==> config.mk <==
export PLATFORM = sky130hd
export DESIGN_NAME = bbse_exec
export DESIGN_NICKNAME = d
export VERILOG_FILES = /design/src/bbse_pkg.sv /design/src/bbse_exec.sv /design/src/bbse_phase_gen.sv /design/src/bbse_target_calc.sv
export SDC_FILE = /design/constraint.sdc
export NUM_CORES = 1
export LEC_CHECK = 0
export BUFFER_PORTS_ARGS = -buffer_cell sky130_fd_sc_hd__buf_2
export CORE_MARGIN = 4
export CORE_UTILIZATION = 49
export CTS_CLUSTER_DIAMETER = 120
export CTS_CLUSTER_SIZE = 16
export DETAILED_ROUTE_END_ITERATION = 8
export PLACE_DENSITY = 0.77
export SYNTH_ARGS = -nofsm -noshare
export SYNTH_HDL_FRONTEND = slang
export SYNTH_SLANG_ARGS = --single-unit
==> constraint.sdc <==
create_clock -name clk_in -period 3.06 [get_ports clk_in]
set_clock_uncertainty 0.15 [all_clocks]
set_input_delay 0.765 -clock clk_in [delete_from_list [all_inputs] [get_ports clk_in]]
set_output_delay 0.765 -clock clk_in [all_outputs]
set_load 0.02 [all_outputs]
==> src/bbse_pkg.sv <==
// Constants, types and decode helpers for the branch and bit-set executor.
// Assumes one core clock tick per instruction phase, four phases per cycle.
`default_nettype none

package bbse_pkg;

  ////////////////////////////////////////////////////////////////////////////
  // Widths
  localparam int PC_WIDTH    = 21;  // Byte address of program memory
  localparam int DADDR_WIDTH = 12;  // Data memory address
  localparam int BANK_WIDTH  = 4;   // Bank select register width
  localparam int INSTR_WIDTH = 16;  // One instruction word
  localparam int OFS_WIDTH   = 11;  // Widest relative offset field

  ////////////////////////////////////////////////////////////////////////////
  // Opcode patterns and field positions
  localparam logic [7:0] OPC_CARRY_CLR = 8'hE3;  // Upper byte, carry clear
  localparam logic [7:0] OPC_NEG_CLR   = 8'hE7;  // Upper byte, negative clear
  localparam logic [7:0] OPC_OVF_CLR   = 8'hE5;  // Upper byte, overflow clear
  localparam logic [7:0] OPC_ZERO_CLR  = 8'hE1;  // Upper byte, zero clear
  localparam logic [4:0] OPC_ALWAYS    = 5'h1A;  // Top five bits, relative
  localparam logic [3:0] OPC_BIT_SET   = 4'h8;   // Top nibble, bit set
  localparam int ACC_SEL_BIT = 8;                // Access-select bit
  localparam int BIT_IDX_LSB = 9;                // Bit index, three bits
  localparam logic [7:0] LIT_OFS_MAX  = 8'h5F;   // Highest indexed offset
  localparam logic [7:0] ACCESS_SPLIT = 8'h60;   // Access bank low/high split
  localparam logic [3:0] ACCESS_HI_BANK = 4'hF;  // Bank of upper access half
  localparam logic [3:0] ACCESS_LO_BANK = 4'h0;  // Bank of lower access half

  ////////////////////////////////////////////////////////////////////////////
  // Types
  typedef enum logic [1:0] {PH_Q1, PH_Q2, PH_Q3, PH_Q4} bbse_phase_t;
  typedef enum logic [2:0] {OP_NONE, OP_CARRY_CLR, OP_NEG_CLR, OP_OVF_CLR,
                            OP_ZERO_CLR, OP_ALWAYS, OP_BIT_SET} bbse_op_t;
  typedef enum logic {ST_EXEC, ST_FLUSH} bbse_state_t;

  ////////////////////////////////////////////////////////////////////////////
  // Classify one instruction word
  function automatic bbse_op_t op_decode(input logic [INSTR_WIDTH-1:0] w);
    bbse_op_t r;
    r = OP_NONE;
    if (w[15:8] == OPC_CARRY_CLR) r = OP_CARRY_CLR;
    else if (w[15:8] == OPC_NEG_CLR) r = OP_NEG_CLR;
    else if (w[15:8] == OPC_OVF_CLR) r = OP_OVF_CLR;
    else if (w[15:8] == OPC_ZERO_CLR) r = OP_ZERO_CLR;
    else if (w[15:11] == OPC_ALWAYS) r = OP_ALWAYS;
    else if (w[15:12] == OPC_BIT_SET) r = OP_BIT_SET;
    return r;
  endfunction

  // Offset field, sign-extended to the widest form
  function automatic logic [OFS_WIDTH-1:0] ofs_field(input logic [INSTR_WIDTH-1:0] w,
                                                     input bbse_op_t op);
    if (op == OP_ALWAYS) return w[OFS_WIDTH-1:0];
    return {{(OFS_WIDTH-8){w[7]}}, w[7:0]};
  endfunction

  // One-hot mask of the selected bit
  function automatic logic [7:0] bit_mask(input logic [INSTR_WIDTH-1:0] w);
    return 8'h01 << w[BIT_IDX_LSB +: 3];
  endfunction

endpackage

`default_nettype wire

==> src/bbse_exec.sv <==
// Execute stage for the four clear-flag branches, the relative branch and
// the single-bit set. Assumes the fetch stage presents the instruction word
// and the incremented counter throughout phase one, flags stay valid through
// phase three, and data memory answers a read in the same phase.
`default_nettype none
`timescale 1ns/1ns

// Function
// - Carry clear opcode branches when carry zero
// - Negative clear opcode branches when negative zero
// - Overflow clear opcode branches, else falls through
// - Zero clear opcode branches, else falls through
// - Target is incremented counter plus twice offset
// - Relative base is the following instruction
// - Conditional: one cycle, two when taken
// - Relative branch always taken, two cycles
// - Bit set forces one bit, keeps others
// - Select zero access bank, one bank register
// - Extended set indexes offsets up to 5Fh
module bbse_exec #(
  parameter int PC_W = bbse_pkg::PC_WIDTH
) (
  input  wire logic                               clk_in,
  input  wire logic                               arst_n_in,
  input  wire logic [bbse_pkg::INSTR_WIDTH-1:0]   instr_in,
  input  wire logic [PC_W-1:0]                    pc_next_in,
  input  wire logic                               carry_flag_in,
  input  wire logic                               negative_flag_in,
  input  wire logic                               overflow_flag_in,
  input  wire logic                               zero_flag_in,
  input  wire logic [bbse_pkg::BANK_WIDTH-1:0]    bank_select_reg_in,
  input  wire logic                               ext_set_enable_in,
  input  wire logic [bbse_pkg::DADDR_WIDTH-1:0]   index_base_in,
  input  wire logic [7:0]                         mem_rdata_in,
  output var  bbse_pkg::bbse_phase_t              phase_out,
  output logic                                    pc_load_out,
  output logic      [PC_W-1:0]                    pc_target_out,
  output logic                                    prefetch_flush_out,
  output logic      [bbse_pkg::DADDR_WIDTH-1:0]   mem_addr_out,
  output logic                                    mem_rd_out,
  output logic                                    mem_wr_out,
  output logic      [7:0]                         mem_wdata_out
);
  import bbse_pkg::*;

  // Refuse a counter too narrow for the doubled relative offset
  if (PC_W < OFS_WIDTH + 1) begin : g_pc_w_chk
    $error("PC_W too narrow for the relative offset");
  end

  ////////////////////////////////////////////////////////////////////////////
  // Declarations
  bbse_phase_t             phase_w;         // Current phase
  logic [PC_W-1:0]         target_w;        // Computed branch target
  logic [OFS_WIDTH-1:0]    ofs_w;           // Offset of the held word
  logic [DADDR_WIDTH-1:0]  addr_w;          // Resolved file address
  logic                    cond_w;          // Branch condition this cycle

  bbse_state_t             state_reg;       // Executing or flushing
  bbse_state_t             state_next;
  bbse_op_t                op_reg;          // Decoded operation
  bbse_op_t                op_next;
  logic [INSTR_WIDTH-1:0]  instr_reg;       // Held instruction word
  logic [INSTR_WIDTH-1:0]  instr_next;
  logic [PC_W-1:0]         base_reg;        // Incremented counter, held
  logic [PC_W-1:0]         base_next;
  logic [DADDR_WIDTH-1:0]  addr_reg;        // File address for the cycle
  logic [DADDR_WIDTH-1:0]  addr_next;
  logic [7:0]              data_reg;        // Read data, then write data
  logic [7:0]              data_next;
  logic [PC_W-1:0]         target_reg;      // Counter load value
  logic [PC_W-1:0]         target_next;
  logic                    pc_load_reg;     // Counter load strobe
  logic                    pc_load_next;
  logic                    rd_reg;          // Memory read strobe
  logic                    rd_next;
  logic                    wr_reg;          // Memory write strobe
  logic                    wr_next;

  ////////////////////////////////////////////////////////////////////////////
  // Helpers
  bbse_phase_gen u_phase (
    .clk_in    (clk_in),
    .arst_n_in (arst_n_in),
    .phase_out (phase_w)
  );

  assign ofs_w = ofs_field(instr_reg, op_reg);

  bbse_target_calc #(
    .PC_W (PC_W)
  ) u_target (
    .pc_next_in (base_reg),
    .offset_in  (ofs_w),
    .target_out (target_w)
  );

  // Condition of the held branch; a clear flag or the relative branch takes it
  always_comb begin
    unique case (op_reg)
      OP_CARRY_CLR: cond_w = !carry_flag_in;
      OP_NEG_CLR:   cond_w = !negative_flag_in;
      OP_OVF_CLR:   cond_w = !overflow_flag_in;
      OP_ZERO_CLR:  cond_w = !zero_flag_in;
      OP_ALWAYS:    cond_w = 1'b1;
      default:      cond_w = 1'b0;               // Not a branch
    endcase
  end

  // File address from the incoming word; bank is caught at decode time
  always_comb begin
    if (!instr_in[ACC_SEL_BIT] && ext_set_enable_in && instr_in[7:0] <= LIT_OFS_MAX) begin
      addr_w = index_base_in + {4'h0, instr_in[7:0]};
    end else if (instr_in[ACC_SEL_BIT]) begin
      addr_w = {bank_select_reg_in, instr_in[7:0]};
    end else if (instr_in[7:0] < ACCESS_SPLIT) begin
      addr_w = {ACCESS_LO_BANK, instr_in[7:0]};
    end else begin
      addr_w = {ACCESS_HI_BANK, instr_in[7:0]};                  // SFR half
    end
  end

  ////////////////////////////////////////////////////////////////////////////
  // Instruction cycle sequencing, one step per phase
  always_comb begin
    state_next   = state_reg;
    op_next      = op_reg;
    instr_next   = instr_reg;
    base_next    = base_reg;
    addr_next    = addr_reg;
    data_next    = data_reg;
    target_next  = target_reg;
    pc_load_next = 1'b0;
    rd_next      = 1'b0;
    wr_next      = 1'b0;
    unique case (phase_w)
      PH_Q1: begin
        // Decode; a flushed cycle discards its prefetched word
        if (state_reg == ST_FLUSH) begin
          op_next = OP_NONE;
        end else begin
          op_next    = op_decode(instr_in);
          instr_next = instr_in;
          base_next  = pc_next_in;
          addr_next  = addr_w;
          rd_next    = (op_decode(instr_in) == OP_BIT_SET);
        end
      end
      PH_Q2: begin
        // Read register or literal
        data_next = mem_rdata_in;
      end
      PH_Q3: begin
        // Process: pick target or merge the bit
        target_next  = target_w;
        pc_load_next = cond_w;
        if (op_reg == OP_BIT_SET) begin
          data_next = data_reg | bit_mask(instr_reg);
          wr_next   = 1'b1;
        end
      end
      PH_Q4: begin
        // Taken branch costs one idle cycle after this one
        state_next = pc_load_reg ? ST_FLUSH : ST_EXEC;
        op_next    = OP_NONE;
      end
    endcase
  end

  // Register only
  always_ff @(posedge clk_in or negedge arst_n_in) begin
    if (!arst_n_in) begin
      state_reg   <= ST_EXEC;
      op_reg      <= OP_NONE;
      instr_reg   <= 16'h0000;
      base_reg    <= '0;
      addr_reg    <= 12'h000;
      data_reg    <= 8'h00;
      target_reg  <= '0;
      pc_load_reg <= 1'b0;
      rd_reg      <= 1'b0;
      wr_reg      <= 1'b0;
    end else begin
      state_reg   <= state_next;
      op_reg      <= op_next;
      instr_reg   <= instr_next;
      base_reg    <= base_next;
      addr_reg    <= addr_next;
      data_reg    <= data_next;
      target_reg  <= target_next;
      pc_load_reg <= pc_load_next;
      rd_reg      <= rd_next;
      wr_reg      <= wr_next;
    end
  end

  ////////////////////////////////////////////////////////////////////////////
  // Outputs; no status flag output exists, so flags cannot change here
  assign phase_out          = phase_w;
  assign pc_load_out        = pc_load_reg;
  assign pc_target_out      = target_reg;
  assign prefetch_flush_out = (state_reg == ST_FLUSH);
  assign mem_addr_out       = addr_reg;
  assign mem_rd_out         = rd_reg;
  assign mem_wr_out         = wr_reg;
  assign mem_wdata_out      = data_reg;
endmodule

`default_nettype wire

==> src/bbse_phase_gen.sv <==
// Four-phase sequencer: one core tick per phase.
// Assumes a single clock; reset loads phase one, and the first edge after reset moves to phase two.
`default_nettype none
`timescale 1ns/1ns

module bbse_phase_gen (
  input  wire logic             clk_in,
  input  wire logic             arst_n_in,
  output var  bbse_pkg::bbse_phase_t phase_out
);
  import bbse_pkg::*;

  bbse_phase_t phase_reg;   // Current phase
  bbse_phase_t phase_next;  // Following phase

  ////////////////////////////////////////////////////////////////////////////
  // Next phase, wrapping after the fourth
  always_comb begin
    unique case (phase_reg)
      PH_Q1: phase_next = PH_Q2;
      PH_Q2: phase_next = PH_Q3;
      PH_Q3: phase_next = PH_Q4;
      PH_Q4: phase_next = PH_Q1;
    endcase
  end

  // Register only
  always_ff @(posedge clk_in or negedge arst_n_in) begin
    if (!arst_n_in) begin
      phase_reg <= PH_Q1;
    end else begin
      phase_reg <= phase_next;
    end
  end

  assign phase_out = phase_reg;
endmodule

`default_nettype wire

==> src/bbse_target_calc.sv <==
// Relative branch target adder.
// Assumes the base is the already-incremented program counter.
`default_nettype none
`timescale 1ns/1ns

module bbse_target_calc #(
  parameter int PC_W = bbse_pkg::PC_WIDTH
) (
  input  wire logic [PC_W-1:0]                pc_next_in,
  input  wire logic [bbse_pkg::OFS_WIDTH-1:0] offset_in,
  output logic      [PC_W-1:0]                target_out
);
  import bbse_pkg::*;

  // Offset doubled must fit the counter
  if (PC_W < OFS_WIDTH + 1) begin : g_chk
    $error("PC_W too narrow for the relative offset");
  end

  logic [PC_W-1:0] step_w;  // Twice the sign-extended offset

  // Base already points past the branch word, so no extra two here
  assign step_w     = {{(PC_W-OFS_WIDTH-1){offset_in[OFS_WIDTH-1]}}, offset_in, 1'b0};
  assign target_out = pc_next_in + step_w;
endmodule

`default_nettype wire

==> results of run 1 <==
[cells by family (layout without fill, tap and decap cells)]
logic type / Yosys count / count (layout) / synth area share [%]
simple gates: 207 / 207 / 18.7
compound gates: 112 / 112 / 15.4
flops: 83 / 83 / 43.5
fa+ha+maj: 35 / 35 / 9.48
mux: 29 / 29 / 6.60
buf+inv: 28 / 149 / 2.20
xor+xnor: 23 / 23 / 4.21
[routing by layer]
metal	global-route usage [%]	up-vias	part of all wire, %
li1	-	2031	-
met5	0	-	0
met3	5.54	17	6.4
met2	36.6	122	49
met1	25.3	1918	43
met4	4.66	0	1.4
[power by group through the flow]
stage,clock network [mW],registers [mW],logic [mW]
2_1_floorplan,0,1.51,0.484
3_3_place_gp,0,1.37,0.928
3_5_place_dp,0,1.38,0.953
4_1_cts,0.905,1.35,0.961
5_1_grt,0.962,1.37,1.07
6_report,0.885,1.35,0.967
[final cells by class]
| cell class | count | area share, % |
|---|---|---|
| Inverter | 9 | 0.584 |
| Multi-Input combinational cell | 406 | 45.4 |
| Clock buffer | 10 | 2.38 |
| Tap cell | 129 | 2.79 |
| Sequential cell | 83 | 35.9 |
| Clock inverter | 6 | 1.54 |
| Timing Repair Buffer | 124 | 11.4 |
[per-stage QoR]
stage / area, um2 / instances / util (%) / hold slack (ps)
after floorplan: 4780 / 517 / - / 290
after global placement: 5530 / 750 / 59.0 / 309
after detailed placement: 5530 / 750 / 59.0 / 313
after CTS: 5750 / 766 / 61.4 / 250
after global routing: 5780 / 767 / 61.7 / 263
final: 5780 / 767 / 61.7 / 237
[worst reg2reg max path, cell delays in order (launching register included)]
cell	delay (ps)
sky130_fd_sc_hd__dfrtp_1	430
sky130_fd_sc_hd__nand3b_1	210
sky130_fd_sc_hd__mux2_2	390
sky130_fd_sc_hd__ha_1	350
sky130_fd_sc_hd__a21oi_1	160
sky130_fd_sc_hd__nand2_1	100
sky130_fd_sc_hd__a221oi_4	410
sky130_fd_sc_hd__o31ai_1	150
sky130_fd_sc_hd__xor2_1	160
sky130_fd_sc_hd__mux2_2	270
[how the worst max path moves through the flow]
stage / start / endpoint / slack [ps] / cells past startpoint
global route: op_reg[2] / pc_target_out[17] / -20 / 9
global placement: op_reg[2] / pc_target_out[19] / 170 / 10
detailed placement: op_reg[2] / pc_target_out[19] / -5 / 10
floorplan: op_reg[1] / pc_target_out[19] / 200 / 11
finish: op_reg[2] / pc_target_out[17] / 170 / 9
CTS: op_reg[2] / pc_target_out[19] / 40 / 10
[cells in the final DEF (no fill, tap or decap), drive strengths merged, types with 4 or more instances in the layout]
cell type / count
a211oi: 5
a21o: 8
a21oi: 40
a31oi: 4
buf: 124
clkbuf: 10
dfrtp: 83
ha: 33
inv: 9
mux2: 20
mux2i: 9
nand2: 135
nand2b: 4
nand3: 11
nand4: 6
nor2: 18
nor2b: 8
nor3: 11
o21a: 6
o21ai: 27
xnor2: 11
xor2: 12
[repair_timing]
item / in CTS / in global routing
hold buffers: 0 / 0
setup endpoints to repair: 1 / 6
setup buffers: 0 / 1
gates resized for setup: 1 / 6
pin swaps: 0 / 3
endpoints found under the hold margin: 0 / 0
==> implementation parameters, run 1 <==
Parameter                              Value

Detailed routing
  Starting DRT DRC Count    between 150 and 200
  Number of vias in the routed layout    approximately 4100
  Antenna-violating nets left    0
  DRC    0
  DR WL/cell    14.9 um
  Wirelength, routed    11400 um
  Via density per instance    5.33
  Count of TritonRoute iterations in the first routing pass    4

Clocking
  Clock latency at the later pin of the worst-skew pair    350 ps
  Clock transition at the register clock pins on the worst setup and hold paths after CTS    90 ps
  Sink count of the clock tree    just over 80
  Maximum level of the CTS H-tree    3
  Maximum buffer depth of the clock tree    2
  CTS Root Cell    sky130_fd_sc_hd__clkbuf_8
  CTS buffer count    9
  Clock tree from TritonCTS    built

Power and ir drop
  Flop pwr share    42.2%
  Peak supply drop    0.335 mV
  Part of the power in combinational logic    between 30% and 40%
  Leak Pwr    between 2 and 3 nW
  Switching power    1.06 mW
  Share of total power consumed by net switching    33.0%
  Total design power    between 3 and 4 mW
  Internal power    2.14 mW
  Share of power burned in the clock network    27.6%
  Total power per unit cell area    554 nW/um2

Timing
  FMAX    346 MHz
  Pins over their slew limit    0
  Worst-case headroom to the max-slew limit    36.4%
  Worst path setup slack after routing    roughly 170 ps
  Final critical-path required period    2890 ps
  Setup_tns    0 ps
  Final Hold Violating Endpoints    0
  Actual slew at the worst max-slew pin    952 ps
  Final-report setup violation count    0
  Final critical-path share of the clock period    between 90% and 100%

Setup path
  Worst r2r dst    pc_target_out[17]
  Maximum fanout count along the critical path    5
  Startpoint of the worst register-to-register path    op_reg[2]
  Slowest Stage Delay on Critical Path    between 400 and 500 ps
  Class of the most critical setup path    flop to flop
  Sum of buffers and inverters on the critical path    0
  FF-to-FF path depth    9
  Library cell contributing the largest single delay on the critical path    sky130_fd_sc_hd__dfrtp_1
  Cell class contributing the biggest share of worst-path delay    compound AO/OA/AOI/OAI gates
  Most repeated library cell on the critical path    sky130_fd_sc_hd__mux2_2
  Data arrival time of the critical path    2980 ps
  Nature of the critical path startpoint    flop
  Setup slack on the worst flop-to-flop path    170 ps
  Kind of capture point of the worst setup path    flop
  Required time of the critical path    3150 ps
  CP cell instances    nand3b_1, mux2_2, ha_1, a21oi_1, nand2_1, a221oi_4, o31ai_1, xor2_1, mux2_2

Floorplanning
  Core Rows    35
  Die outline height    107 um
  Width of the die    about 110 um
  Top Ports    115
  Starting utilization of the core area    about 51%
  DIE AREA    11400 um2
  CORE AREA    9370 um2

Logic synthesis
  Async SR Flop Fraction    100%
  Count of distinct cell types in the synthesized netlist    48
  Synth Area per Inst    9.24 um2
  Count of mapped cells out of synthesis    517
  Area share of the largest cell type after synthesis    43.5%
  Post-synth top area cell    sky130_fd_sc_hd__dfrtp_1
  Net Count, Synth    620
  Number of synthesized register bits    83
  Most used standard cells in the synthesized netlist    sky130_fd_sc_hd__nand2_1, sky130_fd_sc_hd__dfrtp_1, sky130_fd_sc_hd__a21oi_1, sky130_fd_sc_hd__ha_1, sky130_fd_sc_hd__mux2_2
  Sequential area share after synthesis    43.5%
  Leading cell types by total area after synthesis    sky130_fd_sc_hd__dfrtp_1, sky130_fd_sc_hd__nand2_1, sky130_fd_sc_hd__ha_1
  Count of flip-flops with a built-in enable after synthesis    0
  Most instantiated library cell after synthesis    sky130_fd_sc_hd__nand2_1
  Cell area after technology mapping    between 4000 and 5000 um2
  Total of warnings raised by yosys    0
  Main synth FF type    sky130_fd_sc_hd__dfrtp_1

Finish
  Area of combinational cells with multiple inputs    ~2600 um2
  Area of all sequential standard cells    2080 um2
  Number of diodes added for antenna fixing    0
  Fraction of final layout cells sized beyond drive strength 1    27.6%
  Layout overhead on the synthesized area    21.0%
  Number of inserted filler cells in the final layout    836
  Number of nets in the finished design    736

Placed design
  Worst slack after detailed placement    -4.51 ps
  I/O Buffers    114
  Routability-driven placement congestion ratio    between 0.8 and 0.9
  DP Wirelength    roughly 8600 um

Global route
  GRT Resource Usage Total    20.7%
  Initial antenna violation count    0
  Maximum number of pins on one net before global-route repair    between 40 and 50
  Final global-route overflow total    0
  Global-route wire length before repair    roughly 19000 um
  Via count of the first global-routing pass    4234

Run
  Number of max-cap violations    0

Outcome
  Outcome    finished clean

Hold path
  Tightest Hold Check Type    primary input to asynchronous set/reset pin
(Power assumes the default switching activity.)
==> run 2: changes to the inputs <==
--- a/config.mk
+++ b/config.mk
@@ -7,11 +7,10 @@
 export LEC_CHECK = 0
 export BUFFER_PORTS_ARGS = -buffer_cell sky130_fd_sc_hd__buf_2
 export CORE_MARGIN = 4
-export CORE_UTILIZATION = 49
+export CORE_UTILIZATION = 30
 export CTS_CLUSTER_DIAMETER = 120
 export CTS_CLUSTER_SIZE = 16
 export DETAILED_ROUTE_END_ITERATION = 8
-export PLACE_DENSITY = 0.77
 export SYNTH_ARGS = -nofsm -noshare
 export SYNTH_HDL_FRONTEND = slang
 export SYNTH_SLANG_ARGS = --single-unit
==> run 2 against run 1 <==
  * Final cell count increased by 11%
  * Routed wire length rose by 11%
  * Maximum frequency shrank 0.59%
  * Combinational power grew 2%
  * Flip-flop and latch count is the same
  * Register-to-register slack worse by 20 ps
  * Sequential power about the same
==> implementation parameters, run 2 (synthesis results as in run 1) <==
Parameter                              Value

Outcome
  Outcome    finished clean

Floorplanning
  Top Ports    ~120
  Starting utilization of the core area    a little under a third
  Width of the die    134 um
  CORE AREA    15400 um2
  Die outline height    134 um
  DIE AREA    18000 um2
  Core Rows    45

Timing
  Final critical-path share of the clock period    a little over nine tenths
  Actual slew at the worst max-slew pin    938 ps
  Worst path setup slack after routing    150 ps
  RSZ-0062 raised after global routing    false
  Final Hold Violating Endpoints    0
  Setup_tns    0 ps
  Final hold slack    170 ps
  FMAX    344 MHz
  Final-report setup violation count    0
  Worst-case headroom to the max-slew limit    37.3%
  Pins over their slew limit    0
  Final critical-path required period    2910 ps

Power and ir drop
  Total design power    around 3.4 mW
  Leak Pwr    2.93 nW
  Total power per unit cell area    575 nW/um2
  Peak supply drop    roughly 0.26 mV

Placed design
  I/O Buffers    114
  Worst slack after detailed placement    slightly below 100 ps
  Placed cell areas    5660 um2
  Routability-driven placement congestion ratio    0.825
  DP Wirelength    9710 um

Finish
  Number of nets in the finished design    741
  Number of inserted filler cells in the final layout    1624
  Fraction of final layout cells sized beyond drive strength 1    28.1%
  Most frequent standard cell in the layout excluding fill and tap cells    sky130_fd_sc_hd__nand2_1
  Non-Filler Cell Area, Final    around 6000 um2
  Most frequent cells in the layout    sky130_fd_sc_hd__nand2_1, sky130_fd_sc_hd__buf_2, sky130_fd_sc_hd__dfrtp_1
  Layout overhead on the synthesized area    25.4%
  Number of diodes added for antenna fixing    0

Clocking
  CTS Root Cell    sky130_fd_sc_hd__clkbuf_16
  Maximum buffer depth of the clock tree    2
  CTS buffer count    9
  Clock latency at the later pin of the worst-skew pair    350 ps
  Sink count of the clock tree    a little over 80
  Clock tree from TritonCTS    built
  Maximum level of the CTS H-tree    3
  Clock transition at the register clock pins on the worst setup and hold paths after CTS    60 ps

Global route
  Final global-route overflow total    0
  GRT Resource Usage Total    14.5%
  Global-route wire length before repair    20700 um
  Via count of the first global-routing pass    approximately 4200
  Initial antenna violation count    0
  Maximum number of pins on one net before global-route repair    roughly 60

Detailed routing
  Count of TritonRoute iterations in the first routing pass    4
  DR WL/cell    approximately 15 um
  Number of vias in the routed layout    4100
  Wirelength, routed    ~13000 um
  Via density per instance    4.80
  DRC    0
  Starting DRT DRC Count    144
  Antenna-violating nets left    0

Hold path
  Tightest Hold Check Type    primary input to asynchronous set/reset pin

Setup path
  Kind of capture point of the worst setup path    flop
  Class of the most critical setup path    flop to flop
  Data arrival time of the critical path    2990 ps
  FF-to-FF path depth    9
  Maximum fanout count along the critical path    5
  Required time of the critical path    3140 ps
  Nature of the critical path startpoint    flop

Run
  Number of max-cap violations    0
==> run 2: changes by cell type in the layout (fill, tap and decap cells not counted) <==
| cell | previous run | this run |
|---|---|---|
| sky130_fd_sc_hd__buf_4 | 10 | 15 |
| sky130_fd_sc_hd__bufinv_16 | 2 | 1 |
| sky130_fd_sc_hd__clkbuf_1 | 0 | 1 |
| sky130_fd_sc_hd__clkbuf_16 | 0 | 9 |
| sky130_fd_sc_hd__clkbuf_8 | 10 | 1 |
| sky130_fd_sc_hd__clkinv_2 | 1 | 3 |
| sky130_fd_sc_hd__clkinv_4 | 1 | 0 |
| sky130_fd_sc_hd__clkinvlp_4 | 2 | 1 |
| sky130_fd_sc_hd__ha_1 | 32 | 31 |
| sky130_fd_sc_hd__ha_2 | 1 | 2 |
| sky130_fd_sc_hd__o21ai_0 | 11 | 12 |
| sky130_fd_sc_hd__o21ai_1 | 16 | 15 |
==> run 2: cell type report <==
cell class | instances | area [um2] | share of cell area [%]
clock buffer | 11 | 243 | 4.05
clock inverter | 5 | 52.6 | 0.877
inverter | 9 | 33.8 | 0.564
multi-input combinational | 406 | 2630 | 43.8
sequential | 83 | 2080 | 34.7
tap | 211 | 264 | 4.41
timing repair buffer | 129 | 698 | 11.6
==> run 2: path summary, 6_finish.rpt <==
| path | startpoint | endpoint | slack [ps] |
|---|---|---|---|
| min reg2reg | base_reg[1] | base_reg[1] | 330 |
| max reg2reg | op_reg[2] | pc_target_out[15] | 150 |
| min | arst_n_in | mem_wdata_out[1] | 170 |
| max in group asynchronous | arst_n_in | pc_target_out[8] | 1960 |
| min in group clk_in | base_reg[1] | base_reg[1] | 330 |
| max | op_reg[2] | pc_target_out[15] | 150 |
==> run 2: metrics by stage <==
stage	util [%]	cells
detailed placement	36.7	836
floorplan	-	517
global placement	36.7	836
CTS	38.6	852
global route	38.8	854
finish	38.8	854
==> run 2: timing repair <==
item,4_1_cts,5_1_grt
setup endpoints to repair,0,5
buffers inserted,0,2
resized for setup,0,7
hold buffers,0,0
==> run 2: critical path, stage by stage (launching register included) <==
cell and delay (ps):
sky130_fd_sc_hd__dfrtp_1 420, sky130_fd_sc_hd__nand3b_1 210, sky130_fd_sc_hd__mux2_2 380, sky130_fd_sc_hd__ha_1 340, sky130_fd_sc_hd__a21oi_1 170, sky130_fd_sc_hd__nand2_1 100
sky130_fd_sc_hd__a221oi_4 430, sky130_fd_sc_hd__o31ai_1 170, sky130_fd_sc_hd__xor2_1 160, sky130_fd_sc_hd__mux2_2 270
==> run 2: layer usage <==
layer  GRT usage (%)  share of wire (%)  vias up
met3            3.86                5.1       25
met4            5.49                2.5        0
met1            17.9                 44     1922
li1                -                  -     2056
met5               0                  0        -
met2            24.2                 48       97
==> run 2: where the power goes <==
part	leakage [nW]	internal (mW)	switching, mW
Clock	0.145	0.650	0.449
Combinational	1.80	0.418	0.566
Sequential	0.988	1.26	0.104
Total	2.93	2.33	1.12
